--- src/hw/plth_defs.svh ---
// Constants for the pulse length timer with hysteresis output
//=============================================================
// Overview of operation
// RULE1: Mode word: opcode, resolution, output, type, relation
// RULE2: Resolution code 01 means 2 ms per count
// RULE3: Output enable drives switch from relation result
// RULE4: Type 1 measures input pulse length
// RULE5: Relation 110 is below-initial with hysteresis
// RULE6: Controller gives limits in resolution units
// RULE7: Command 2800 hex restores default configuration
// RULE8: Commands 4000/5000 hex load initial/final limit
// RULE9: Command echoed in first input word
// RULE10: Read counter: upper echo, count in word two
// RULE11: Controller multiplies count by resolution
// RULE12: Measurement starts right after mode command
// RULE13: Below final limit, output stays one
// RULE14: Reaching final limit switches output to zero
// RULE15: Falling to initial limit switches output back
// RULE16: Count reads optional, output runs independently
// RULE17: Mode fields held until next mode/default
`ifndef PLTH_DEFS_SVH
`define PLTH_DEFS_SVH

//=============================================================
// Register word indices (byte address = index * 4)
`define PLTH_IDX_CMD     3'h0
`define PLTH_IDX_PARAM   3'h1
`define PLTH_IDX_ECHO    3'h2
`define PLTH_IDX_DATA    3'h3
`define PLTH_IDX_STATUS  3'h4

//=============================================================
// Command opcodes, bits 15..10 of the command word
`define PLTH_OP_HI       15
`define PLTH_OP_LO       10
`define PLTH_OP_READ     6'h00
`define PLTH_OP_MODE     6'h06
`define PLTH_OP_DEFAULT  6'h0A
`define PLTH_OP_PRE_INIT 6'h10
`define PLTH_OP_PRE_FIN  6'h14

//=============================================================
// Mode word fields
`define PLTH_F_RES_HI    7
`define PLTH_F_RES_LO    6
`define PLTH_F_OUT       5
`define PLTH_F_TYPE      4
`define PLTH_F_REL_HI    2
`define PLTH_F_REL_LO    0
`define PLTH_REL_GE_INIT 3'h1
`define PLTH_REL_HYST    3'h6
`define PLTH_ECHO_REL    9

//=============================================================
// Reset values
`define PLTH_CMD_RST     16'h0000
`define PLTH_LIM_RST     16'h0000

//=============================================================
// Timing: clock rate and resolution per code
`define PLTH_CLK_HZ      40000000
`define PLTH_RES0_US     1000
`define PLTH_RES1_US     2000
`define PLTH_RES2_US     10000
`define PLTH_RES3_US     100000
`define PLTH_US_CYC(us)  ((`PLTH_CLK_HZ / 1000000) * (us))

`endif

--- src/hw/plth_pkg.sv ---
// Types and command decoding for the pulse length timer
`include "plth_defs.svh"

package plth_pkg;

   //==========================================================
   // Command classes
   typedef enum logic [2:0] {
      PLTH_CMD_READ,
      PLTH_CMD_MODE,
      PLTH_CMD_DEFAULT,
      PLTH_CMD_PRE_INIT,
      PLTH_CMD_PRE_FIN,
      PLTH_CMD_OTHER
   } plth_cmd_t;

   // Measurement states
   typedef enum logic [1:0] {
      PLTH_MS_IDLE,
      PLTH_MS_ARM,
      PLTH_MS_RUN
   } plth_meas_t;

   function automatic plth_cmd_t plth_decode(input logic [15:0] word);
      logic [5:0] op;
      op = word[`PLTH_OP_HI:`PLTH_OP_LO];
      case (op)
         `PLTH_OP_READ:     plth_decode = PLTH_CMD_READ;
         `PLTH_OP_MODE:     plth_decode = PLTH_CMD_MODE;
         `PLTH_OP_DEFAULT:  plth_decode = PLTH_CMD_DEFAULT;
         `PLTH_OP_PRE_INIT: plth_decode = PLTH_CMD_PRE_INIT;
         `PLTH_OP_PRE_FIN:  plth_decode = PLTH_CMD_PRE_FIN;
         default:           plth_decode = PLTH_CMD_OTHER;
      endcase
   endfunction : plth_decode

endpackage : plth_pkg

--- src/hw/plth_tick.sv ---
// Resolution prescaler: one tick per count unit
`timescale 1ns/1ps
`include "plth_defs.svh"

module plth_tick
   import plth_pkg::*;
#(
   parameter int unsigned TICK0_CYC = `PLTH_US_CYC(`PLTH_RES0_US),
   parameter int unsigned TICK1_CYC = `PLTH_US_CYC(`PLTH_RES1_US),
   parameter int unsigned TICK2_CYC = `PLTH_US_CYC(`PLTH_RES2_US),
   parameter int unsigned TICK3_CYC = `PLTH_US_CYC(`PLTH_RES3_US)
)
(
   // Clock and control
   input  wire logic       clk_i,
   input  wire logic       rst_i,
   input  wire logic       ce_i,
   input  wire logic       restart_i,
   // Resolution select
   input  wire logic [1:0] res_i,
   // Tick out
   output logic            tick_o
);

   if (TICK0_CYC < 2 || TICK1_CYC < 2 || TICK2_CYC < 2 || TICK3_CYC < 2)
   begin : g_chk
      $error("plth_tick: tick periods must be at least 2 cycles");
   end

   logic [31:0] cnt;
   wire  [31:0] period;
   wire         wrap;

   assign period = (res_i == 2'h0) ? TICK0_CYC :
                   (res_i == 2'h1) ? TICK1_CYC : // [RULE2]
                   (res_i == 2'h2) ? TICK2_CYC : TICK3_CYC;
   assign wrap   = (cnt >= period - 32'h1);

   always_ff @(posedge clk_i)
   begin
      if (rst_i || (ce_i && restart_i))
      begin
         cnt    <= 32'h0;
         tick_o <= 1'b0;
      end
      else if (ce_i)
      begin
         cnt    <= wrap ? 32'h0 : cnt + 32'h1;
         tick_o <= wrap;
      end
   end
endmodule : plth_tick

--- src/hw/plth_meas.sv ---
// Pulse length / period measurement in count units
`timescale 1ns/1ps
`include "plth_defs.svh"

module plth_meas
   import plth_pkg::*;
#(
   parameter int unsigned W = 16
)
(
   // Clock and control
   input  wire logic         clk_i,
   input  wire logic         rst_i,
   input  wire logic         ce_i,
   input  wire logic         start_i,
   input  wire logic         stop_i,
   input  wire logic         type_i,
   input  wire logic         tick_i,
   // Measured signal
   input  wire logic         sig_i,
   // Result
   output logic [W-1:0]      len_o,
   output logic              len_vld_o,
   output logic              busy_o
);

   plth_meas_t  state;
   plth_meas_t  next_state;
   logic          sig_q;
   logic [W-1:0]  acc;
   wire           rise;
   wire           fall;
   wire           done;
   wire  [W-1:0]  acc_inc;

   assign rise    = sig_i && !sig_q;
   assign fall    = !sig_i && sig_q;
   // Pulse type ends on the falling edge, period type on the next rising
   assign done    = (state == PLTH_MS_RUN) && (type_i ? fall : rise); // [RULE4]
   // Saturate rather than wrap so an overlong pulse never reads short
   assign acc_inc = (&acc) ? acc : acc + {{(W-1){1'b0}}, 1'b1};

   always_comb
   begin
      next_state = state;
      case (state)
         PLTH_MS_IDLE: next_state = PLTH_MS_IDLE;
         PLTH_MS_ARM:  if (rise) next_state = PLTH_MS_RUN;
         PLTH_MS_RUN:  if (done && type_i) next_state = PLTH_MS_ARM;
         default:      next_state = PLTH_MS_IDLE;
      endcase
      if (stop_i)
         next_state = PLTH_MS_IDLE;
      else if (start_i)
         next_state = PLTH_MS_ARM; // [RULE12]
   end

   always_ff @(posedge clk_i)
   begin
      if (rst_i)
      begin
         state     <= PLTH_MS_IDLE;
         sig_q     <= 1'b0;
         acc       <= '0;
         len_o     <= '0;
         len_vld_o <= 1'b0;
      end
      else if (ce_i)
      begin
         state     <= next_state;
         sig_q     <= sig_i;
         len_vld_o <= done && !start_i && !stop_i;
         if (done)
            len_o <= acc;
         if (start_i || stop_i || rise)
            acc <= '0;
         else if (tick_i)
            acc <= acc_inc;
      end
   end

   assign busy_o = (state != PLTH_MS_IDLE);
endmodule : plth_meas

--- src/hw/plth_top.sv ---
// Pulse length timer with hysteresis switch, Wishbone slave
`timescale 1ns/1ps
`include "plth_defs.svh"

module plth_top
   import plth_pkg::*;
#(
   parameter int unsigned W         = 16,
   parameter int unsigned TICK0_CYC = `PLTH_US_CYC(`PLTH_RES0_US),
   parameter int unsigned TICK1_CYC = `PLTH_US_CYC(`PLTH_RES1_US),
   parameter int unsigned TICK2_CYC = `PLTH_US_CYC(`PLTH_RES2_US),
   parameter int unsigned TICK3_CYC = `PLTH_US_CYC(`PLTH_RES3_US)
)
(
   // Clock, reset, enable
   input  wire logic        clk_i,
   input  wire logic        rst_i,
   input  wire logic        ce_i,
   // Wishbone slave
   input  wire logic        wb_cyc_i,
   input  wire logic        wb_stb_i,
   input  wire logic        wb_we_i,
   input  wire logic [7:0]  wb_adr_i,
   input  wire logic [3:0]  wb_sel_i,
   input  wire logic [31:0] wb_dat_i,
   output logic      [31:0] wb_dat_o,
   output logic             wb_ack_o,
   // Measured input and switching output
   input  wire logic        sig_i,
   output logic             switch_o
);

   if (W != 16)
   begin : g_chk
      $error("plth_top: only a 16-bit count is supported");
   end

   //==========================================================
   // Bus decode
   logic [15:0] cmd_word;
   logic [15:0] par_word;
   logic [15:0] echo;
   logic [15:0] data;
   wire  [15:0] cmd_new;
   wire  [15:0] par_new;
   wire         bus_req;
   wire         wr_take;
   wire         wr_cmd;
   wire         wr_par;
   wire  [2:0]  idx;
   wire         mapped;
   plth_cmd_t   op;

   assign bus_req = wb_cyc_i && wb_stb_i;
   // Write lands at the edge where the master sees ack
   assign wr_take = bus_req && wb_ack_o && wb_we_i;
   assign idx     = wb_adr_i[4:2];
   assign mapped  = (wb_adr_i[7:5] == 3'h0) && (idx <= `PLTH_IDX_STATUS);
   assign wr_cmd  = wr_take && mapped && (idx == `PLTH_IDX_CMD);
   assign wr_par  = wr_take && mapped && (idx == `PLTH_IDX_PARAM);

   for (genvar b = 0; b < 2; b++)
   begin : g_lane
      assign cmd_new[b*8 +: 8] = wb_sel_i[b] ? wb_dat_i[b*8 +: 8]
                                             : cmd_word[b*8 +: 8];
      assign par_new[b*8 +: 8] = wb_sel_i[b] ? wb_dat_i[b*8 +: 8]
                                             : par_word[b*8 +: 8];
   end

   assign op = plth_decode(cmd_new);

   //==========================================================
   // Configuration
   logic [1:0]   cfg_res;
   logic         cfg_out;
   logic         cfg_type;
   logic [2:0]   cfg_rel;
   logic [15:0]  lim_init;
   logic [15:0]  lim_fin;
   wire          do_mode;
   wire          do_dflt;

   assign do_mode = ce_i && wr_cmd && (op == PLTH_CMD_MODE);
   assign do_dflt = ce_i && wr_cmd && (op == PLTH_CMD_DEFAULT);

   always_ff @(posedge clk_i)
   begin
      if (rst_i || do_dflt) // [RULE7]
      begin
         cfg_res  <= 2'h0;
         cfg_out  <= 1'b0;
         cfg_type <= 1'b0;
         cfg_rel  <= 3'h0;
         lim_init <= `PLTH_LIM_RST;
         lim_fin  <= `PLTH_LIM_RST;
      end
      else if (ce_i && wr_cmd)
      begin
         if (op == PLTH_CMD_MODE) // [RULE1] [RULE17]
         begin
            cfg_res  <= cmd_new[`PLTH_F_RES_HI:`PLTH_F_RES_LO];
            cfg_out  <= cmd_new[`PLTH_F_OUT];
            cfg_type <= cmd_new[`PLTH_F_TYPE];
            cfg_rel  <= cmd_new[`PLTH_F_REL_HI:`PLTH_F_REL_LO];
         end
         // Limits are raw count units; the controller scales them
         if (op == PLTH_CMD_PRE_INIT)
            lim_init <= par_word; // [RULE8] [RULE6]
         if (op == PLTH_CMD_PRE_FIN)
            lim_fin <= par_word; // [RULE8]
      end
   end

   //==========================================================
   // Timebase and measurement
   wire          tick;
   wire [15:0]   len;
   wire          len_vld;
   wire          busy;

   plth_tick #(
      .TICK0_CYC (TICK0_CYC),
      .TICK1_CYC (TICK1_CYC),
      .TICK2_CYC (TICK2_CYC),
      .TICK3_CYC (TICK3_CYC)
   ) u_tick (
      .clk_i     (clk_i),
      .rst_i     (rst_i),
      .ce_i      (ce_i),
      .restart_i (do_mode),
      .res_i     (cfg_res),
      .tick_o    (tick)
   );

   plth_meas #(
      .W         (W)
   ) u_meas (
      .clk_i     (clk_i),
      .rst_i     (rst_i),
      .ce_i      (ce_i),
      .start_i   (do_mode),
      .stop_i    (do_dflt),
      .type_i    (cfg_type),
      .tick_i    (tick),
      .sig_i     (sig_i),
      .len_o     (len),
      .len_vld_o (len_vld),
      .busy_o    (busy)
   );

   //==========================================================
   // Relation condition
   logic         hyst;
   logic         next_hyst;
   wire          rel_res;

   // Hysteresis: high until the final limit, low until back at initial
   always_comb
   begin
      next_hyst = hyst;
      if (len_vld)
      begin
         if (len >= lim_fin)
            next_hyst = 1'b0; // [RULE14]
         else if (len <= lim_init)
            next_hyst = 1'b1; // [RULE15]
      end
   end

   assign rel_res = (cfg_rel == `PLTH_REL_HYST)    ? hyst : // [RULE5]
                    (cfg_rel == `PLTH_REL_GE_INIT) ? (len >= lim_init) :
                    1'b0;

   always_ff @(posedge clk_i)
   begin
      if (rst_i || do_mode || do_dflt)
         hyst <= 1'b1; // [RULE13]
      else if (ce_i)
         hyst <= next_hyst;
   end

   //==========================================================
   // Process words and switching output
   always_ff @(posedge clk_i)
   begin
      if (rst_i)
      begin
         cmd_word <= `PLTH_CMD_RST;
         par_word <= 16'h0000;
         echo     <= `PLTH_CMD_RST;
         data     <= 16'h0000;
         switch_o <= 1'b0;
      end
      else if (ce_i)
      begin
         switch_o <= cfg_out && rel_res; // [RULE3] [RULE16]
         if (wr_par)
            par_word <= par_new;
         if (wr_cmd)
         begin
            cmd_word <= cmd_new;
            if (op == PLTH_CMD_READ) // [RULE10]
            begin
               echo <= {cmd_new[`PLTH_OP_HI:`PLTH_OP_LO], rel_res, 9'h000};
               data <= len;
            end
            else
            begin
               echo <= cmd_new; // [RULE9]
               if (op == PLTH_CMD_PRE_INIT || op == PLTH_CMD_PRE_FIN)
                  data <= par_word;
            end
         end
      end
   end

   //==========================================================
   // Wishbone answer: one wait state, ack dropped after one cycle
   wire [31:0] rd_mux;

   assign rd_mux = !mapped                      ? 32'h0000_0000 :
                   (idx == `PLTH_IDX_CMD)       ? {16'h0000, cmd_word} :
                   (idx == `PLTH_IDX_PARAM)     ? {16'h0000, par_word} :
                   (idx == `PLTH_IDX_ECHO)      ? {16'h0000, echo} :
                   (idx == `PLTH_IDX_DATA)      ? {16'h0000, data} :
                   {29'h0, busy, rel_res, switch_o};

   always_ff @(posedge clk_i)
   begin
      if (rst_i)
      begin
         wb_ack_o <= 1'b0;
         wb_dat_o <= 32'h0000_0000;
      end
      else if (ce_i)
      begin
         wb_ack_o <= bus_req && !wb_ack_o;
         wb_dat_o <= (bus_req && !wb_ack_o && !wb_we_i) ? rd_mux
                                                        : 32'h0000_0000;
      end
   end
endmodule : plth_top

--- config.mk ---
export PLATFORM = sky130hd
export DESIGN_NAME = plth_top
export DESIGN_NICKNAME = d
export VERILOG_FILES = /design/src/hw/plth_pkg.sv /design/src/hw/plth_tick.sv /design/src/hw/plth_meas.sv /design/src/hw/plth_top.sv
export VERILOG_INCLUDE_DIRS = /design/src /design/src/hw
export SDC_FILE = /design/constraint.sdc
export NUM_CORES = 1
export LEC_CHECK = 0
export BUFFER_PORTS_ARGS = -buffer_cell sky130_fd_sc_hd__buf_4
export CAP_MARGIN = 0
export CORE_MARGIN = 2
export CORE_UTILIZATION = 35
export CTS_CLUSTER_SIZE = 8
export DETAILED_ROUTE_END_ITERATION = 6
export HOLD_SLACK_MARGIN = 0.08
export PLACE_DENSITY_LB_ADDON = 0.1
export SLEW_MARGIN = 20
export SYNTH_ARGS = -nofsm -noshare
export SYNTH_HDL_FRONTEND = slang
export SYNTH_SLANG_ARGS = --single-unit
--- constraint.sdc ---
create_clock -name clk_i -period 7.42 [get_ports clk_i]
set_input_delay 1.484 -clock clk_i [delete_from_list [all_inputs] [get_ports clk_i]]
set_output_delay 1.484 -clock clk_i [all_outputs]
set_load 0.02 [all_outputs]
After elaboration in Yosys (flattened, before gate mapping)
Cells that the tools add are included.
{ "word_totals": {"inputBits": 51, "register_bits": 207, "elab_cells": 133, "output_inout_bits": 34} }
{ "op_classes": {"muxes": 29, "n_addsub": 3, "reduce_logical": 54, "magnitude_cmp": 5, "eq_ne": 20} }
{ "ops": {"columns": ["op", "n"], "rows": [
  ["$mux 16", 11],
  ["$mux 32", 3],
  ["$add 32x1->32 const B", 1],
  ["$ge 16x16->1", 2],
  ["$ge 32x32->1", 1],
  ["$sub 32x1->32 const B", 1],
  ["$mux 22", 1],
  ["$logic_and 1x1->1", 20],
  ["$reduce_and 3->1", 6],
  ["$add 16x1->16 const B", 1],
  ["$le 16x16->1", 1],
  ["$mux 8", 2],
  ["$reduce_and 16->1", 1],
  ["$pmux 3 s5", 1],
  ["$eq 3x2->1 const B", 4],
  ["$eq 6x5->1 const B", 2],
  ["$mux 10", 1],
  ["$reduce_and 2->1", 5],
  ["$eq 3x1->1 const B", 3],
  ["$logic_not 3->1", 3],
  ["$mux 2", 4],
  ["$reduce_bool 2->1", 4],
  ["$logic_or 1x1->1", 7],
  ["$eq 3x3->1 const B", 2],
  ["13 further kinds", 24]
]} }

Logic depth before layout (Yosys ltp)
{ "logic_depth": {"depth_word": 11, "mapped_depth": 12} }

Hierarchy
From an unflattened synthesis, not the netlist that was laid out.
{ "unflattened": {"hier_cells": 1099, "area_unflattened_um2": 9572.9} }
{ "by_module_without_submodules": {"columns": ["mod", "cells_per_inst", "n_inst", "area_per_inst_um2", "seq_area_each_um2"], "rows": [
  ["plth_top", 681, 1, 6002.0, 2322.2],
  ["plth_tick", 227, 1, 1891.8, 660.6],
  ["plth_meas", 191, 1, 1679.1, 720.7]
]} }

Worst setup path after synthesis
Ideal clock, no wire load.
{ "synth_timing": {"kind": "input -> register", "start": "input wb_adr_i[2]", "end": "register u_tick.cnt[10]", "cell_stages": 10, "arrival_time_ps": 3293, "slack_ps": 4013, "required_time_ps": 7305, "setup_ps": 115, "path_cell_list": "clkbuf_1 > nor3_2 > nand3_4 > or4_1 > buf_6 > nand2_4 > o21bai_2 > buf_6 > buf_6 > nor2_1"} }
{ "synth_via": {"elab_chain_len": 8, "elab_cells_between_ends": 9} }
{ "synth_lines": {"columns": ["element", "line_no", "source"], "rows": [
  ["start: declaration", "plth_top.sv:23", "input wire logic [7:0] wb_adr_i,"],
  ["$le 3x3->1 (no source line)", null, null],
  ["$logic_and 1x1->1", "plth_top.sv:58", "assign mapped = (wb_adr_i[7:5] == 3'h0) && (idx <= `PLTH_IDX_STATUS);"],
  ["$logic_and 1x1->1", "plth_top.sv:59", "assign wr_cmd = wr_take && mapped && (idx == `PLTH_IDX_CMD);"],
  ["$logic_and 1x1->1 *", "plth_top.sv:59", null],
  ["$logic_and 1x1->1 * (2 in series)", "plth_top.sv:83", "assign do_mode = ce_i && wr_cmd && (op == PLTH_CMD_MODE);"],
  ["$logic_and 1x1->1 *", "plth_tick.sv:41", "if (rst_i || (ce_i && restart_i))"],
  ["$logic_or 1x1->1 *", "plth_tick.sv:41", null],
  ["end signal: assignment", "plth_tick.sv:48", "cnt <= wrap ? 32'h0 : cnt + 32'h1;"],
  ["end: declaration", "plth_tick.sv:30", "logic [31:0] cnt;"]
]} }
Mark *: on every way between the ends. The rest lies on a longest branch, timed or not.
A chain may end at the register's enable or synchronous reset.

Worst setup path after layout
{ "layout_timing": {"start": "input ce_i", "end": "register u_tick.cnt[25]"} }
{ "layout_via": {"elab_chain_len": 4} }
{ "layout_lines": {"columns": ["element", "line_no", "source"], "rows": [
  ["start: declaration", "plth_top.sv:18", "input wire logic ce_i,"],
  ["$logic_and 1x1->1 (2 in series)", "plth_top.sv:83", null],
  ["$logic_and 1x1->1", "plth_tick.sv:41", null],
  ["$logic_or 1x1->1", "plth_tick.sv:41", null]
]} }
Several ways; a longest one is shown, not always the timed one.

==> flow_summary.ini <==
[sta]
setup_ws_ns = 3.49
worstMarginPinSlew_ns = 0.938
max_freq_mhz = 254
clock_skew_ns = 0.0146
final-setup-viol-count = 0
slew_viol_final = 0
tns_ns = 0
hold_viol = 0
rsz0062_at_grt = no
relSlewSlack_pct = 37.4
post-route-period-util_pct = 53.0
fin_crit_ns = 3.93

[die]
initial_core_util_pct = 35.7
coreArea_mm2 = 0.0261
rows = 59
fp.dieH_um = 167
die_w_um = 167
die-area_mm2 = 0.0279
pin_count = 85

[setup_path]
r2r_cells = 7
path_max_fanout = 29
r2r_end = u_tick.cnt[25]$_SDFFE_PP0P_
endpoint_kind = register
cp-start-kind = primary input
regToRegSetupSlack_ns = 4.59
crit_arrival_ns = 4.24
reg2reg_from = wb_ack_o$_SDFFE_PP0P_
crit_chain = buf_4 -> nor4b_4 -> nand3_4 -> or4_1 -> nand2_4 -> o21bai_2 -> buf_4 -> nor2_1
cp_slowest_cell = or4_1
slowest_delay_ns = 0.93
critPathKind = primary input to register
worst_path_most_repeated_cell = buf_4
cp_data_required_time_ns = 7.73

[global_route]
grt_max_degree = 47
grt.total_usage_pct = 18.1
grt_pass1_vias = 7091
grt.overflow.total = 0
grt_pass1_wl_um = 40100
antenna_found_initial = 0

[status]
outcome = completed

[final_layout]
stdcell_area_mm2 = 0.0104
finalNetCount = 1203
syn_to_final_growth_pct = 12.3
multi_input_area_mm2 = 0.00512
fillers = 2700
n_antenna_cell = 0
seq_area_mm2 = 0.00370
drive_above_1_share_pct = 10.0

[detailed_routing]
drt-initial-drc-count = 422
met2_length_um = 11000
via_per_inst = 5.18
wl_met3_um = 828
postRouteAntennaNets = 0
dr.pass1.iters = 5
wirelength_um = 24700
vias = 7528
met1_length_um = 12700
drc = 0
wl_per_cell_um = 17.0
top_layer_used = met4

[synth]
netlist_area_mm2 = 0.00930
avgSynthCellArea_um2 = 8.60
synth_edf_count = 0
yosys_warnings = 0
async_flop_share_pct = 0
synth.top_cell.area_share_pct = 39.8
synth_common_cells = dfxtp_1, nor2_1, nand2_1
yosysSeqAreaShare_pct = 39.8
synthTopCellsByArea = dfxtp_1, mux2i_1, ha_1, nor2_1, nand2_1
synth_top_area_cell = dfxtp_1
ys.flop_type = dfxtp_1
ys_ff_latch = 185
yosys.cell_types.count = 64
syn_inst = 1081
synth.most_common_cell = dfxtp_1

[power]
power_mw = 2.04
p_leak_nw = 4.14
peakVddDrop_mv = 0.182
power_density_mw_per_mm2 = 196

[clocking]
clockBufferDepth = 2
numCtsBuffers = 17
cts.clk_slew.worst_paths_ns = 0.07
cts_resized = 0
cts_sinks = 185
cts.htree.levels = 4
cts-root-buf = clkbuf_16
cts_tree = yes
holdBufCountCts = 0
postCtsSetupRepairBufs = 0
clkLatencyLatePin_ns = 0.43

[hold_path]
whs_endpoint = echo[1]$_SDFFE_PP0P_
hold_start = echo[1]$_SDFFE_PP0P_
hold_class = register to register
hold_depth = 2

[placement]
pre_cts_ws_ns = 3.01
gp_congestion = 0.805
io_buffers = 48
hpwl_um = 17700
place_area_mm2 = 0.00983

[flow_run]
drv_cap = 0
[state kept, by name (all words and copies together), names as in the netlist, 2 cells and up]
name,cells
u_tick.cnt,32
lim_fin,16
par_word,16
echo,10
u_meas.state,2
wb_dat_o,16
u_meas.len_o,16
cfg_rel,3
u_meas.acc,16
data,16
cfg_res,2
lim_init,16
cmd_word,16
[cells by family (layout without fill, tap and decap cells)]
kind of cell | after synthesis | in the layout | synth area share (%)
adders and majority gates | 48 | 48 | 6.46
buffers and inverters | 113 | 133 | 5.77
muxes | 103 | 103 | 11.5
AOI/OAI and AO/OA | 167 | 167 | 11.8
other | 1 | 17 | 0.0403
and+or+nand+nor | 431 | 431 | 21.6
DFF | 185 | 185 | 39.8
xor gates and xnor gates | 33 | 33 | 3.11
[report_power, final]
group	leakage (nW)	total, mW	internal (mW)	switching, mW
Combinational	2.36	0.104	0.0310	0.0729
Sequential	1.49	0.997	0.995	0.00246
Clock	0.292	0.941	0.498	0.443
Total	4.14	2.04	1.52	0.519
[stage by stage]
| stage | instances | utilization (%) | hold WS, ns |
|---|---|---|---|
| global route | 1452 | 40.1 | 0.466 |
| CTS | 1452 | 40.1 | 0.454 |
| detailed placement | 1420 | 37.7 | 0.443 |
| global placement | 1420 | 37.7 | 0.436 |
| finish | 1452 | 40.1 | 0.453 |
| floorplan | 1097 | - | 0.429 |
[critical path, delay by kind of cell]
family	cells	cell delay (ns)
simple gates	5	2.05
buf+inv	2	0.56
compound gates	1	0.13
[cells in the final DEF, fill, tap and decap left out, types with 16 or more instances in the layout]
master,instances
dfxtp_1,185
nor2_1,156
nand2_1,129
mux2i_1,94
buf_4,56
a21oi_1,51
ha_1,48
inv_1,44
nand3_1,44
o21ai_0,36
nand4_1,24
xor2_1,24
conb_1,17
clkbuf_16,17
a311oi_1,16
[area by class of cell]
type                       count  area share, %
sequential                   185           35.5
multi-input combinational    799           49.0
inverter                      45           1.62
clock buffer                  19           4.34
timing repair buffer          56           4.03
tap                          335           4.01
clock inverter                13           1.49
[worst max path at each step]
stage,start,endpoint,slack [ns],depth (start not counted)
floorplan,wb_adr_i[2],u_tick.cnt[10]$_SDFFE_PP0P_,4.01,10
global placement,ce_i,u_tick.cnt[12]$_SDFFE_PP0P_,3.02,8
detailed placement,ce_i,u_tick.cnt[15]$_SDFFE_PP0P_,3.01,8
CTS,ce_i,u_tick.cnt[31]$_SDFFE_PP0P_,3.46,8
global route,ce_i,u_tick.cnt[19]$_SDFFE_PP0P_,3.31,8
finish,ce_i,u_tick.cnt[25]$_SDFFE_PP0P_,3.49,8
[layer usage]
| metal | vias up | global-route usage (%) |
|---|---|---|
| met5 | - | 0 |
| met4 | 0 | 4.20 |
| met3 | 14 | 2.76 |
| met2 | 123 | 28.4 |
| met1 | 3577 | 26.2 |
| li1 | 3814 | - |
No activity file was read; power rests on OpenSTA's default activity.
